## src/core/trig_cap_pkg.sv

```systemverilog
// Constants, register map and types for the trigger and capture block
package trig_cap_pkg;

  // ----------------------------------------------------------------
  // Sizes
  // ----------------------------------------------------------------
  localparam int NUM_CH = 16;
  localparam int SMP_W = 8;
  localparam int REC_LEN = 64;
  localparam int REC_AW = 6;
  localparam int TMR_W = 24;
  localparam logic [6:0] PCT_MAX = 7'h64;

  // ----------------------------------------------------------------
  // Register indices
  // ----------------------------------------------------------------
  localparam logic [3:0] OFS_CTRL = 4'h0;
  localparam logic [3:0] OFS_SRC = 4'h1;
  localparam logic [3:0] OFS_LEVEL = 4'h2;
  localparam logic [3:0] OFS_PRETRIG = 4'h3;
  localparam logic [3:0] OFS_HOLDOFF = 4'h4;
  localparam logic [3:0] OFS_AUTO_TO = 4'h5;
  localparam logic [3:0] OFS_STATUS = 4'h6;
  localparam logic [3:0] OFS_TZERO = 4'h7;

  // Control register fields
  localparam int CTRL_EN_BIT = 0;
  localparam int CTRL_AUTO_BIT = 1;
  localparam int CTRL_FALL_BIT = 2;
  localparam int CTRL_TYPE_LSB = 3;
  localparam int CTRL_FORCE_BIT = 8;

  // Source codes above the channel range
  localparam logic [4:0] SRC_LINE = 5'h10;
  localparam logic [4:0] SRC_AUX = 5'h11;

  // Reset values
  localparam logic [4:0] SRC_RST = 5'h00;
  localparam logic [7:0] LEVEL_RST = 8'h80;
  localparam logic [6:0] PRETRIG_RST = 7'h32;
  localparam logic [TMR_W-1:0] HOLDOFF_RST = 24'h000010;
  localparam logic [TMR_W-1:0] AUTO_TO_RST = 24'h001000;

  // Line source: 60 Hz from a 200 MHz clock
  localparam int CLK_HZ = 200_000_000;
  localparam int LINE_HZ = 60;
  localparam int LINE_HALF_CYC = CLK_HZ / LINE_HZ / 2;

  typedef enum logic [2:0] {
    TYP_EDGE, TYP_PULSE, TYP_PATTERN, TYP_STATE, TYP_SEQUENCE
  } trig_type_e;

  typedef struct packed {
    logic signed [7:0] rel_t;
    logic [SMP_W-1:0] smp;
  } rec_word_s;

endpackage

```

## src/core/trig_cap.sv

```systemverilog
// Edge trigger, pretrigger history and record capture with readout
//
// Strobed register access and the address map were left to the implementer.
`timescale 1ns/1ps

// What this block does
// [RULE1] Trigger sample is time zero of record
// [RULE2] Keep sampling and hold pretrigger history while waiting
// [RULE3] After trigger, store posttrigger samples
// [RULE4] Ignore triggers until record is complete; a software force written during the record is held and taken once armed again
// [RULE5] Edge trigger on threshold crossing, chosen slope
// [RULE6] Any of sixteen channels selectable as source
// [RULE7] Source works independent of display or group
// [RULE8] Line source generated internally
// [RULE9] Auxiliary source comes from external input
// [RULE10] Type selector offers pulse, pattern, state, sequence; the type is only stored, and only the edge type fires on a threshold crossing
// [RULE11] Holdoff keeps trigger disabled after acquisition
// [RULE12] Auto mode forces trigger on timeout; normal never
// [RULE13] Pretrigger percentage sets record split
// [RULE14] Circular buffer overwrites oldest until trigger
module trig_cap
  import trig_cap_pkg::*;
#(
  parameter int LINE_CYC = LINE_HALF_CYC
) (
  input wire logic MCLK_I,
  input wire logic RST_I,
  input wire logic [NUM_CH-1:0][SMP_W-1:0] CH_I,
  input wire logic SMP_VLD_I,
  input wire logic AUX_I,
  input wire logic [3:0] ADDR_I,
  input wire logic [31:0] WDATA_I,
  input wire logic WR_I,
  input wire logic RD_I,
  output logic [31:0] RDATA_O,
  output logic TRIG_O,
  output logic BUSY_O,
  output logic REC_VLD_O,
  input wire logic REC_RDY_I,
  output rec_word_s REC_DAT_O
);

  // ----------------------------------------------------------------
  // Types and helpers
  // ----------------------------------------------------------------
  typedef enum logic [2:0] {
    ST_IDLE, ST_FILL, ST_ARMED, ST_POST, ST_DUMP, ST_HOLD
  } state_e;

  function automatic logic [REC_AW:0] pct_to_len(input logic [6:0] pct);
    logic [13:0] prod;
    prod = 14'(pct) * 14'(REC_LEN);
    return (REC_AW+1)'(prod / 14'(PCT_MAX));
  endfunction

  // ----------------------------------------------------------------
  // Registers
  // ----------------------------------------------------------------
  logic en_r;
  logic auto_r;
  logic fall_r;
  trig_type_e type_r;
  logic [4:0] src_r;
  logic [7:0] level_r;
  logic [6:0] pct_r;
  logic [TMR_W-1:0] holdoff_r;
  logic [TMR_W-1:0] auto_to_r;
  logic force_r;
  logic forced_last_r;
  logic [REC_AW-1:0] tzero_r;
  logic [31:0] rdata_r;

  state_e state_r;
  state_e state_nxt;
  logic [SMP_W-1:0] mem_r [REC_LEN];
  logic [REC_AW-1:0] wptr_r;
  logic [REC_AW:0] cnt_r;
  logic [TMR_W-1:0] tmr_r;
  logic above_r;
  logic prev_ok_r;
  logic [31:0] line_cnt_r;
  logic line_lvl_r;
  logic trig_r;

  rec_word_s ent_r [2];
  logic [1:0] fill_r;

  // ----------------------------------------------------------------
  // Register decode
  // ----------------------------------------------------------------
  wire ctrl_wr = WR_I && (ADDR_I == OFS_CTRL);
  wire force_req = ctrl_wr && WDATA_I[CTRL_FORCE_BIT];
  wire [6:0] pct_clip = (WDATA_I[6:0] > PCT_MAX) ? PCT_MAX : WDATA_I[6:0];
  wire [REC_AW:0] pre_raw = pct_to_len(pct_r);
  // At least the trigger sample stays in the post section
  wire [REC_AW:0] pre_len = (pre_raw > (REC_AW+1)'(REC_LEN - 1)) ?
                            (REC_AW+1)'(REC_LEN - 1) : pre_raw; // RULE13
  wire [REC_AW:0] post_len = (REC_AW+1)'(REC_LEN) - pre_len; // RULE13

  always_ff @(posedge MCLK_I) begin
    if (RST_I) begin
      en_r <= 1'b0;
      auto_r <= 1'b0;
      fall_r <= 1'b0;
      type_r <= TYP_EDGE;
      src_r <= SRC_RST;
      level_r <= LEVEL_RST;
      pct_r <= PRETRIG_RST;
      holdoff_r <= HOLDOFF_RST;
      auto_to_r <= AUTO_TO_RST;
    end else if (WR_I) begin
      case (ADDR_I)
        OFS_CTRL: begin
          en_r <= WDATA_I[CTRL_EN_BIT];
          auto_r <= WDATA_I[CTRL_AUTO_BIT];
          fall_r <= WDATA_I[CTRL_FALL_BIT];
          type_r <= trig_type_e'(WDATA_I[CTRL_TYPE_LSB +: 3]); // RULE10
        end
        OFS_SRC: src_r <= WDATA_I[4:0];
        OFS_LEVEL: level_r <= WDATA_I[7:0];
        OFS_PRETRIG: pct_r <= pct_clip;
        OFS_HOLDOFF: holdoff_r <= WDATA_I[TMR_W-1:0];
        OFS_AUTO_TO: auto_to_r <= WDATA_I[TMR_W-1:0];
        default: ;
      endcase
    end
  end

  // Software force is held until the armed state can take it
  always_ff @(posedge MCLK_I) begin
    if (RST_I) begin
      force_r <= 1'b0;
    end else if (force_req) begin
      force_r <= 1'b1;
    end else if ((state_r == ST_ARMED && SMP_VLD_I) || !en_r) begin
      force_r <= 1'b0;
    end
  end

  // ----------------------------------------------------------------
  // Read port, data one cycle after the strobe
  // ----------------------------------------------------------------
  wire [31:0] rd_mux =
    (ADDR_I == OFS_CTRL) ?
      {26'h0, type_r, fall_r, auto_r, en_r} :
    (ADDR_I == OFS_SRC) ? {27'h0, src_r} :
    (ADDR_I == OFS_LEVEL) ? {24'h0, level_r} :
    (ADDR_I == OFS_PRETRIG) ? {25'h0, pct_r} :
    (ADDR_I == OFS_HOLDOFF) ? {8'h0, holdoff_r} :
    (ADDR_I == OFS_AUTO_TO) ? {8'h0, auto_to_r} :
    (ADDR_I == OFS_STATUS) ? {27'h0, forced_last_r, 1'b0, state_r} :
    (ADDR_I == OFS_TZERO) ? {26'h0, tzero_r} :
    32'h0000_0000;

  always_ff @(posedge MCLK_I) begin
    if (RST_I) begin
      rdata_r <= 32'h0000_0000;
    end else if (RD_I) begin
      rdata_r <= rd_mux;
    end else begin
      rdata_r <= 32'h0000_0000;
    end
  end

  assign RDATA_O = rdata_r;

  // ----------------------------------------------------------------
  // Source selection
  // ----------------------------------------------------------------
  // Internal line-frequency square wave, no input needed
  always_ff @(posedge MCLK_I) begin
    if (RST_I) begin
      line_cnt_r <= 32'h0000_0000;
      line_lvl_r <= 1'b0;
    end else if (line_cnt_r >= 32'(LINE_CYC - 1)) begin
      line_cnt_r <= 32'h0000_0000;
      line_lvl_r <= ~line_lvl_r; // RULE8
    end else begin
      line_cnt_r <= line_cnt_r + 32'h0000_0001;
    end
  end

  // Channel path ignores display and group state entirely
  wire [SMP_W-1:0] ch_smp = CH_I[src_r[3:0]]; // RULE6 RULE7
  wire [SMP_W-1:0] line_smp = line_lvl_r ? 8'hFF : 8'h00; // RULE8
  wire [SMP_W-1:0] aux_smp = AUX_I ? 8'hFF : 8'h00; // RULE9
  wire [SMP_W-1:0] src_smp =
    (src_r == SRC_LINE) ? line_smp :
    (src_r == SRC_AUX) ? aux_smp :
    (src_r[4] == 1'b0) ? ch_smp : 8'h00;

  // ----------------------------------------------------------------
  // Edge detection
  // ----------------------------------------------------------------
  wire above = src_smp >= level_r;
  wire rise = prev_ok_r && !above_r && above;
  wire fall = prev_ok_r && above_r && !above;
  wire edge_hit = SMP_VLD_I && (type_r == TYP_EDGE) &&
                  (fall_r ? fall : rise); // RULE5

  always_ff @(posedge MCLK_I) begin
    if (RST_I) begin
      above_r <= 1'b0;
      prev_ok_r <= 1'b0;
    end else if (SMP_VLD_I) begin
      above_r <= above;
      prev_ok_r <= 1'b1;
    end
  end

  // ----------------------------------------------------------------
  // Trigger acceptance
  // ----------------------------------------------------------------
  wire tmr_exp = auto_r && (tmr_r >= auto_to_r); // RULE12
  wire armed = state_r == ST_ARMED;
  wire take = armed && SMP_VLD_I &&
              (edge_hit || tmr_exp || force_r); // RULE4 RULE12
  wire out_rdy = fill_r != 2'd2;
  wire dump_push = (state_r == ST_DUMP) && out_rdy;
  // Trigger sample counts as the first post sample
  wire last_post = cnt_r + (REC_AW+1)'(1) >= post_len;
  wire store = SMP_VLD_I && (state_r == ST_FILL || armed ||
               (state_r == ST_POST && !last_post));

  // ----------------------------------------------------------------
  // Sequencer
  // ----------------------------------------------------------------
  always_comb begin
    state_nxt = state_r;
    case (state_r)
      ST_IDLE: if (en_r) state_nxt = ST_FILL;
      ST_FILL: if (SMP_VLD_I && cnt_r >= pre_len) state_nxt = ST_ARMED;
      ST_ARMED: if (take) state_nxt = ST_POST; // RULE3
      ST_POST: if (last_post) state_nxt = ST_DUMP;
      ST_DUMP:
        if (dump_push && cnt_r == (REC_AW+1)'(REC_LEN - 1)) begin
          state_nxt = ST_HOLD;
        end
      ST_HOLD: if (tmr_r >= holdoff_r) state_nxt = ST_IDLE; // RULE11
      default: state_nxt = ST_IDLE;
    endcase
    if (!en_r && state_r != ST_DUMP) begin
      state_nxt = ST_IDLE;
    end
  end

  always_ff @(posedge MCLK_I) begin
    if (RST_I) begin
      state_r <= ST_IDLE;
    end else begin
      state_r <= state_nxt;
    end
  end

  // Counter of stored, posttrigger or read-out samples
  always_ff @(posedge MCLK_I) begin
    if (RST_I || state_nxt != state_r) begin
      cnt_r <= '0;
    end else if (dump_push || (store && state_r != ST_ARMED &&
                 cnt_r != (REC_AW+1)'(REC_LEN))) begin
      cnt_r <= cnt_r + (REC_AW+1)'(1);
    end
  end

  // Auto timer while armed, holdoff timer after the record
  always_ff @(posedge MCLK_I) begin
    if (RST_I || state_nxt != state_r) begin
      tmr_r <= '0;
    end else if (armed || state_r == ST_HOLD) begin
      tmr_r <= tmr_r + TMR_W'(1); // RULE11 RULE12
    end
  end

  // ----------------------------------------------------------------
  // Record memory
  // ----------------------------------------------------------------
  // Write pointer wraps and overwrites the oldest sample
  always_ff @(posedge MCLK_I) begin
    if (RST_I) begin
      wptr_r <= '0;
    end else if (store) begin
      wptr_r <= wptr_r + REC_AW'(1); // RULE2 RULE14
    end else if (dump_push) begin
      wptr_r <= wptr_r + REC_AW'(1);
    end
  end

  always_ff @(posedge MCLK_I) begin
    if (store) begin
      mem_r[wptr_r] <= src_smp; // RULE2 RULE3 RULE14
    end
  end

  always_ff @(posedge MCLK_I) begin
    if (RST_I) begin
      tzero_r <= '0;
      forced_last_r <= 1'b0;
      trig_r <= 1'b0;
    end else begin
      trig_r <= take;
      if (take) begin
        tzero_r <= wptr_r; // RULE1
        forced_last_r <= !edge_hit;
      end
    end
  end

  assign TRIG_O = trig_r;
  assign BUSY_O = state_r == ST_POST || state_r == ST_DUMP;

  // ----------------------------------------------------------------
  // Readout buffer
  // ----------------------------------------------------------------
  // Oldest first; after the post phase wptr_r points at the oldest
  rec_word_s push_w;
  assign push_w.smp = mem_r[wptr_r];
  assign push_w.rel_t = 8'(cnt_r) - 8'(pre_len); // RULE1

  wire pop = REC_VLD_O && REC_RDY_I;

  always_ff @(posedge MCLK_I) begin
    if (RST_I) begin
      fill_r <= 2'd0;
    end else if (dump_push && !pop) begin
      fill_r <= fill_r + 2'd1;
    end else if (pop && !dump_push) begin
      fill_r <= fill_r - 2'd1;
    end
  end

  always_ff @(posedge MCLK_I) begin
    if (RST_I) begin
      ent_r[0] <= '0;
      ent_r[1] <= '0;
    end else begin
      if (pop) begin
        ent_r[0] <= (fill_r == 2'd2) ? ent_r[1] : push_w;
      end else if (dump_push && fill_r == 2'd0) begin
        ent_r[0] <= push_w;
      end
      if (dump_push && ((fill_r == 2'd1 && !pop) ||
                        (fill_r == 2'd2 && pop))) begin
        ent_r[1] <= push_w;
      end
    end
  end

  assign REC_VLD_O = fill_r != 2'd0;
  assign REC_DAT_O = ent_r[0];

endmodule // trig_cap

```

## config.mk

```make
export PLATFORM = sky130hd
export DESIGN_NAME = trig_cap
export DESIGN_NICKNAME = d
export VERILOG_FILES = /design/src/core/trig_cap_pkg.sv /design/src/core/trig_cap.sv
export SDC_FILE = /design/constraint.sdc
export NUM_CORES = 1
export LEC_CHECK = 0
export BUFFER_PORTS_ARGS = -buffer_cell sky130_fd_sc_hd__buf_2
export CORE_UTILIZATION = 40
export CTS_CLUSTER_DIAMETER = 120
export CTS_CLUSTER_SIZE = 24
export DETAILED_ROUTE_END_ITERATION = 8
export PLACE_DENSITY = 0.67
export SYNTH_ARGS = -nofsm -noshare
export SYNTH_HDL_FRONTEND = slang
export SYNTH_SLANG_ARGS = --single-unit
```

## constraint.sdc

```tcl
create_clock -name MCLK_I -period 12.82 [get_ports MCLK_I]
set_clock_uncertainty 0.15 [all_clocks]
set_input_delay 0.641 -clock MCLK_I [delete_from_list [all_inputs] [get_ports MCLK_I]]
set_output_delay 0.641 -clock MCLK_I [all_outputs]
set_load 0.01 [all_outputs]
```

==> impl_results.md, run 1 <==
- Share of cells above drive strength 1: 20.7%
- First-pass GRT wire length: approximately 120000 um
- Most frequent CP cell: ha_1
- ANT nets after route: 0
- I/O Pins: about 220
- Worst hold start: WDATA_I[20]
- # fillers: roughly 7.2k
- Total clock sinks: roughly 730
- Die Ht: 292 um
- Fin nets: ~2.8k
- GRT Util Overall: 18.8%
- Largest net degree at the start of global routing: a little over 90
- Commonest cells after routing, fill and taps aside: edfxtp_1 (544), nor2_1 (214), mux4_2 (211)
- Share of total power in the clock network: between 30% and 40%
- P&R area growth vs syn: 8.91%
- Max-cap violation count: 0
- FF-to-FF End: mem_r[51][3]$_DFFE_PP_
- Asr flop ratio synth: 0%
- Post-synthesis instance area: 0.0336 mm2
- Placer Congestion: around 0.92
- Minimum clock period: around 12 ns
- Critical Path Source Type: flop
- Via count: roughly 21k
- RSZ-0062 raised after global routing: yes
- Clk_lat worst skew: ~0.6 ns
- Initial core utilization: roughly 40%
- CTS tree: built
- Final setup viols: 0
- Buffers plus inverters on the worst setup path: 1
- Vias in the first global route: slightly above 20k
- CP top delay family: simple AND/OR/NAND/NOR gates
- Post-Route WL: 80400 um
- Switching share of power: about 22%
- IO buf count: ~210
- Commonest non-fill, non-tap cell in the layout: edfxtp_1
- Avg WL per Cell: ~22 um
- Initial DRC Count: between 2k and 2.5k
- Post-DP HPWL: between 50000 and 60000 um
- Slowest stage delay, CP: just under 0.8 ns
- Crit. End Element: flop
- Drt drc: 0
- Hold buffers post-CTS: 0
- R2r worst-path depth: 40
- Clock slew at reported path FFs: 0.10 ns
- Mapped Cells: about 2.4k
- Outcome: complete, no violations
- Via density: approximately 5.7
- Sw Pwr: about 0.00092 W
- Avg Cell Area, Syn: approximately 14 um2
- Hold slack: 0.134 ns
- Row count: 105
- Register area share after synthesis: ~60%
- Worst endpoint data arrival time: between 10 and 15 ns
- CTS buffer count: 36
- Reg-to-reg slack, setup: approximately 0.75 ns
- Required @ worst endpoint: around 13 ns
- CTS Root Cell: clkbuf_16
- Post-cts repair resize count: 0
- Endpoints failing hold: 0
- Slowest cell on crit path: dfxtp_1
- Period utilization: 94.1%
- Fin worst setup slack: about 0.75 ns
- Post-CTS setup buffer count: 0
- Final Util: between 40% and 50%
- Hold Crit Depth: 3
- Width of the die: about 290 um
- Combinational share of power: about 7.0%
- PwrDens: about 110 mW/mm2
- Maximum VDD drop: 0.0905 mV
- Total negative slack: 0 ns
- Grt total ovfl: 0
- Fin. max-slew vios: 0
- Post-synth EDFFs: approximately 540
- Antenna violations before repair: 0
- Count of cell types in the netlist: 90
- Final cell count without fillers: 3626
- Worst hold-check path type: in2reg
- Worst R2R Start: pct_r[2]$_SDFFE_PP0P_
- Hold Path End: holdoff_r[20]$_SDFFE_PP0P_
- DP Cell Count: 3573
- Leak: 11.9 nW
- Clk buf depth: 3
- Core area: 0.0826 mm2
- Fmax: approximately 83 MHz
- Slew margin rel.: between 10% and 20%
- Post-Place Setup Slack: between 0.7 and 0.8 ns
- Main synth FF type: edfxtp_1
- Sequential share of power: a little over three fifths
- Seq cells post-synth: between 700 and 800
- CP Class: reg2reg
- Worst-Margin Slew: between 1 and 1.5 ns
- Cell Int Power: 0.00321 W
- 1st-pass router iterations: 6
- Antenna diodes: 0
- DIE AREA: ~0.085 mm2
- Critical Path Fanout Max: 19
- Ys Warns: 0
- Number of H-tree levels: 2
==> cell type report <==
cell class / count / area [um2] / area share, %
clock buffer: 49 / 950 / 2.59
multi-input combinational: 1448 / 12600 / 34.3
tap: 1070 / 1340 / 3.65
clock inverter: 4 / 56.3 / 0.154
sequential: 734 / 20200 / 55.0
timing repair buffer: 226 / 1200 / 3.27
inverter: 95 / 359 / 0.980
==> power groups by stage <==
stage,sequential [W],combinational [W],clock (W)
2_1_floorplan,0.00263,0.000189,0
3_3_place_gp,0.00263,0.000281,0
3_5_place_dp,0.00263,0.000289,0
4_1_cts,0.00258,0.000290,0.00129
5_1_grt,0.00258,0.000319,0.00136
6_report,0.00258,0.000290,0.00126
==> registers in the layout (all words and copies together) (netlist names), 3 cells and up, named ones only <==
register,cells
src_r,5
pct_r,7
cnt_r,7
wptr_r,6
ent_r,32
RDATA_O,24
level_r,8
state_r,3
line_cnt_r,32
holdoff_r,24
type_r,3
mem_r,512
tmr_r,24
tzero_r,6
auto_to_r,24
==> synth_stat cells, types with 6 or more instances <==
library cell  instances  area [um2]
dfxtp_1             190        3800
nand3b_1              6        45.0
a21oi_1             110         551
ha_1                 90        1130
nand3_1              62         310
xnor2_1              30         263
nand4_1              20         125
edfxtp_1            544       16300
mux2i_1              39         390
nor3_1               47         235
buf_4                26         195
nand2_1             182         683
a31oi_1               6        37.5
or3_1                11        68.8
and3_1               11        68.8
o41ai_1              31         272
inv_1                94         353
a21boi_0              6        45.0
o22ai_1               6        37.5
o21ai_0              70         350
o21a_1               13        97.6
nor2b_1              18         113
and2_1                9        56.3
clkbuf_1            104         390
a21o_1               33         248
nor2_1              228         856
mux4_2              211        4750
a211oi_1              8        60.1
nand2b_1             16         100
xor2_1               42         368
o211ai_1              7        52.6
a22oi_1              20         150
buf_2                10        50.1
buf_1                27         101
==> metal layers <==
layer	global-route usage [%]	up-vias	part of all wire [%]
li1	-	9400	-
met1	25.8	10481	42
met2	32.0	769	50
met3	1.80	95	5.7
met4	5.04	0	2.2
met5	0	-	0
==> per-stage QoR <==
stage,instance area [um2],total power [W]
6_report,36600,0.00413
5_1_grt,36600,0.00426
4_1_cts,36600,0.00415
3_5_place_dp,35600,0.00292
3_3_place_gp,35600,0.00291
2_1_floorplan,33700,0.00282
==> worst max path at each step <==
stage	end	start	cells past startpoint	slack [ns]
3_3_place_gp	mem_r[57][3]$_DFFE_PP_	pct_r[4]$_SDFFE_PP1P_	40	1.13
4_1_cts	mem_r[24][5]$_DFFE_PP_	pct_r[4]$_SDFFE_PP1P_	40	0.70
3_5_place_dp	mem_r[24][6]$_DFFE_PP_	pct_r[4]$_SDFFE_PP1P_	40	0.76
6_report	mem_r[51][3]$_DFFE_PP_	pct_r[2]$_SDFFE_PP0P_	40	0.75
5_1_grt	mem_r[24][3]$_DFFE_PP_	pct_r[2]$_SDFFE_PP0P_	40	-0.03
2_1_floorplan	mem_r[24][0]$_DFFE_PP_	pct_r[2]$_SDFFE_PP0P_	45	2.86
==> worst register-to-register path, delay by kind of cell, from the launching register on <==
| family | cells | cell delay, ns |
|---|---|---|
| simple gates | 16 | 4.50 |
| buf+inv | 1 | 0.06 |
| flops | 1 | 0.78 |
| xor+xnor | 1 | 0.47 |
| fa+ha+maj | 6 | 1.86 |
| compound gates | 16 | 3.86 |
==> kinds of logic (layout without fill, tap and decap cells) <==
kind of cell    after synthesis  after routing  synth area share, %
other cells                   2             20               0.0223
buf+inv                     263            374                 3.29
mux                         254            254                 15.4
simple gates                640            640                 8.71
xor+xnor                     73             73                 1.92
fa+ha+maj                    91             91                 3.41
flops                       734            734                 59.9
compound gates              370            370                 7.33
(Power assumes the default switching activity.)
==> run 2: changes to the inputs <==
==> constraint.sdc (replaced) <==
create_clock -name MCLK_I -period 12.4 [get_ports MCLK_I]
set_clock_uncertainty 0.15 [all_clocks]
set_input_delay 0.62 -clock MCLK_I [delete_from_list [all_inputs] [get_ports MCLK_I]]
set_output_delay 0.62 -clock MCLK_I [all_outputs]
set_load 0.01 [all_outputs]
==> run 2 against run 1 <==
  * Sequential share of layout area is 0.70 points lower
  * Sequential cell count stayed put
  * Global-route usage is 0.26 points higher
  * Non-clock buffer count is 55 higher
  * Via count is 1.8% higher
==> impl_results.md, run 2 (synthesis results as in run 1) <==
- Outcome: complete, no violations
- Post-DP HPWL: around 55000 um
- P&R area growth vs syn: 10.3%
- Via density: 5.72
- Die Ht: just under 300 um
- CTS tree: built
- CP Class: reg2reg
- Commonest non-fill, non-tap cell in the layout: edfxtp_1
- Clk_lat worst skew: 0.61 ns
- Final cell count without fillers: 3694
- CP top delay family: simple AND/OR/NAND/NOR gates
- Final Util: around 45%
- Core area: around 0.083 mm2
- Cell Int Power: about 0.0033 W
- Max reg flops: roughly 500
- Drt drc: 0
- Placer Congestion: 0.933
- Antenna violations before repair: 2
- Largest net degree at the start of global routing: 81
- Total negative slack: 0 ns
- IO buf count: between 200 and 250
- Endpoints failing hold: 0
- Sw Pwr: 0.000984 W
- Critical Path Source Type: flop
- Hold buffers post-CTS: 0
- Initial DRC Count: 2156
- Critical Path Fanout Max: 20
- Leak: approximately 12 nW
- GRT Util Overall: between 10% and 20%
- CTS buffer count: 37
- Fin. max-slew vios: 0
- Share of cells above drive strength 1: between 20% and 30%
- 1st-pass router iterations: 7
- Via count: roughly 21k
- Total clock sinks: 734
- Fmax: ~86 MHz
- Row count: 105
- First-pass GRT wire length: around 130000 um
- Period utilization: 94.1%
- Worst endpoint data arrival time: approximately 12 ns
- Largest regs: mem_r (512), ent_r (32), line_cnt_r (32)
- Fin worst setup slack: 0.738 ns
- Slew margin rel.: between 20% and 30%
- Commonest cells after routing, fill and taps aside: edfxtp_1 (544), nor2_1 (221), mux4_2 (211)
- Sequential share of power: 61.5%
- Crit. End Element: flop
- Post-Place Setup Slack: 0.661 ns
- Max-cap violation count: 0
- Fin nets: approximately 2.9k
- Initial core utilization: around two fifths
- ANT nets after route: 0
- Combinational share of power: ~7%
- Width of the die: slightly below 300 um
- CTS Root Cell: clkbuf_16
- Share of total power in the clock network: about a third
- Clk buf depth: 3
- Post-Route WL: 81800 um
- RSZ-0062 raised after global routing: yes
- Largest reg by FF count: mem_r
- DP Cell Count: between 3k and 4k
- Worst-Margin Slew: between 1 and 1.5 ns
- Slowest stage delay, CP: around 0.74 ns
- Maximum VDD drop: 0.0972 mV
- PwrDens: between 100 and 150 mW/mm2
- Worst hold-check path type: in2reg
- Clock slew at reported path FFs: 0.10 ns
- Grt total ovfl: 0
- I/O Pins: 222
- Most frequent CP cell: ha_1
- Required @ worst endpoint: ~12 ns
- Avg WL per Cell: between 20 and 25 um
- DIE AREA: roughly 0.085 mm2
- Number of H-tree levels: 2
- Final setup viols: 0
- Buffers plus inverters on the worst setup path: 2
- Vias in the first global route: between 20k and 25k
- Switching share of power: 22.7%
- Slowest cell on crit path: dfxtp_1
- Minimum clock period: 11.66 ns
run 2: cell count changes in the layout (fill, tap and decap cells not counted), sizes merged:
cell and delta:
diode +2, clkbuf +9, buf +55, clkinv +2
run 2: repair_timing:
item                       CTS  global route
resized for setup            0             8
setup endpoints to repair    0           144
hold endpoints to repair     0             0
buffers inserted             0             0
run 2: power groups by stage:
| stage | Sequential, W | Combinational [W] | Clock [W] |
|---|---|---|---|
| 2_1_floorplan | 0.00272 | 0.000195 | 0 |
| 3_3_place_gp | 0.00272 | 0.000292 | 0 |
| 3_5_place_dp | 0.00272 | 0.000301 | 0 |
| 4_1_cts | 0.00266 | 0.000303 | 0.00139 |
| 5_1_grt | 0.00266 | 0.000333 | 0.00146 |
| 6_report | 0.00266 | 0.000303 | 0.00136 |
run 2: path summary, 6_finish.rpt:
check,depth (start not counted),start,slack [ns],endpoint
setup reg to reg,41,pct_r[1]$_SDFFE_PP1P_,0.74,mem_r[45][3]$_DFFE_PP_
hold / removal,3,WDATA_I[19],0.11,auto_to_r[19]$_SDFFE_PP0P_
hold reg to reg,2,level_r[4]$_SDFFE_PP0P_,0.32,level_r[4]$_SDFFE_PP0P_
setup / recovery,41,pct_r[1]$_SDFFE_PP1P_,0.74,mem_r[45][3]$_DFFE_PP_
run 2: metal layers:
layer | GRT usage (%) | wire length, um | up-vias | share of wire (%)
li1 | - | - | 9524 | -
met1 | 25.7 | 34400 | 10797 | 42
met2 | 32.8 | 40900 | 692 | 50
met3 | 2.10 | 4500 | 99 | 5.5
met4 | 5.08 | 2030 | 0 | 2.5
met5 | 0 | 0 | - | 0
run 2: worst register-to-register path: cells and delay by family, from the launching register on:
kind | cells | cell delay (ns)
fa+ha+maj | 6 | 1.78
flops | 1 | 0.74
simple gates | 15 | 4.19
compound gates | 17 | 3.72
xor+xnor | 1 | 0.48
buf+inv | 2 | 0.24
run 2: stage by stage:
| step | total power [W] | hold slack, ns | area, um2 |
|---|---|---|---|
| finish | 0.00433 | 0.107 | 37100 |
| CTS | 0.00435 | 0.0831 | 37100 |
| floorplan | 0.00292 | 0.281 | 33700 |
| global placement | 0.00301 | 0.293 | 36000 |
| global route | 0.00446 | 0.0938 | 37100 |
| detailed placement | 0.00302 | 0.304 | 36000 |
run 2: layout make-up:
type / count / area (um2)
antenna: 2 / 5.00
timing repair buffer: 281 / 1600
multi-input combinational: 1448 / 12600
clock buffer: 58 / 1000
sequential: 734 / 20200
tap: 1070 / 1340
clock inverter: 6 / 82.6
inverter: 95 / 359
fill: 7223 / 45500
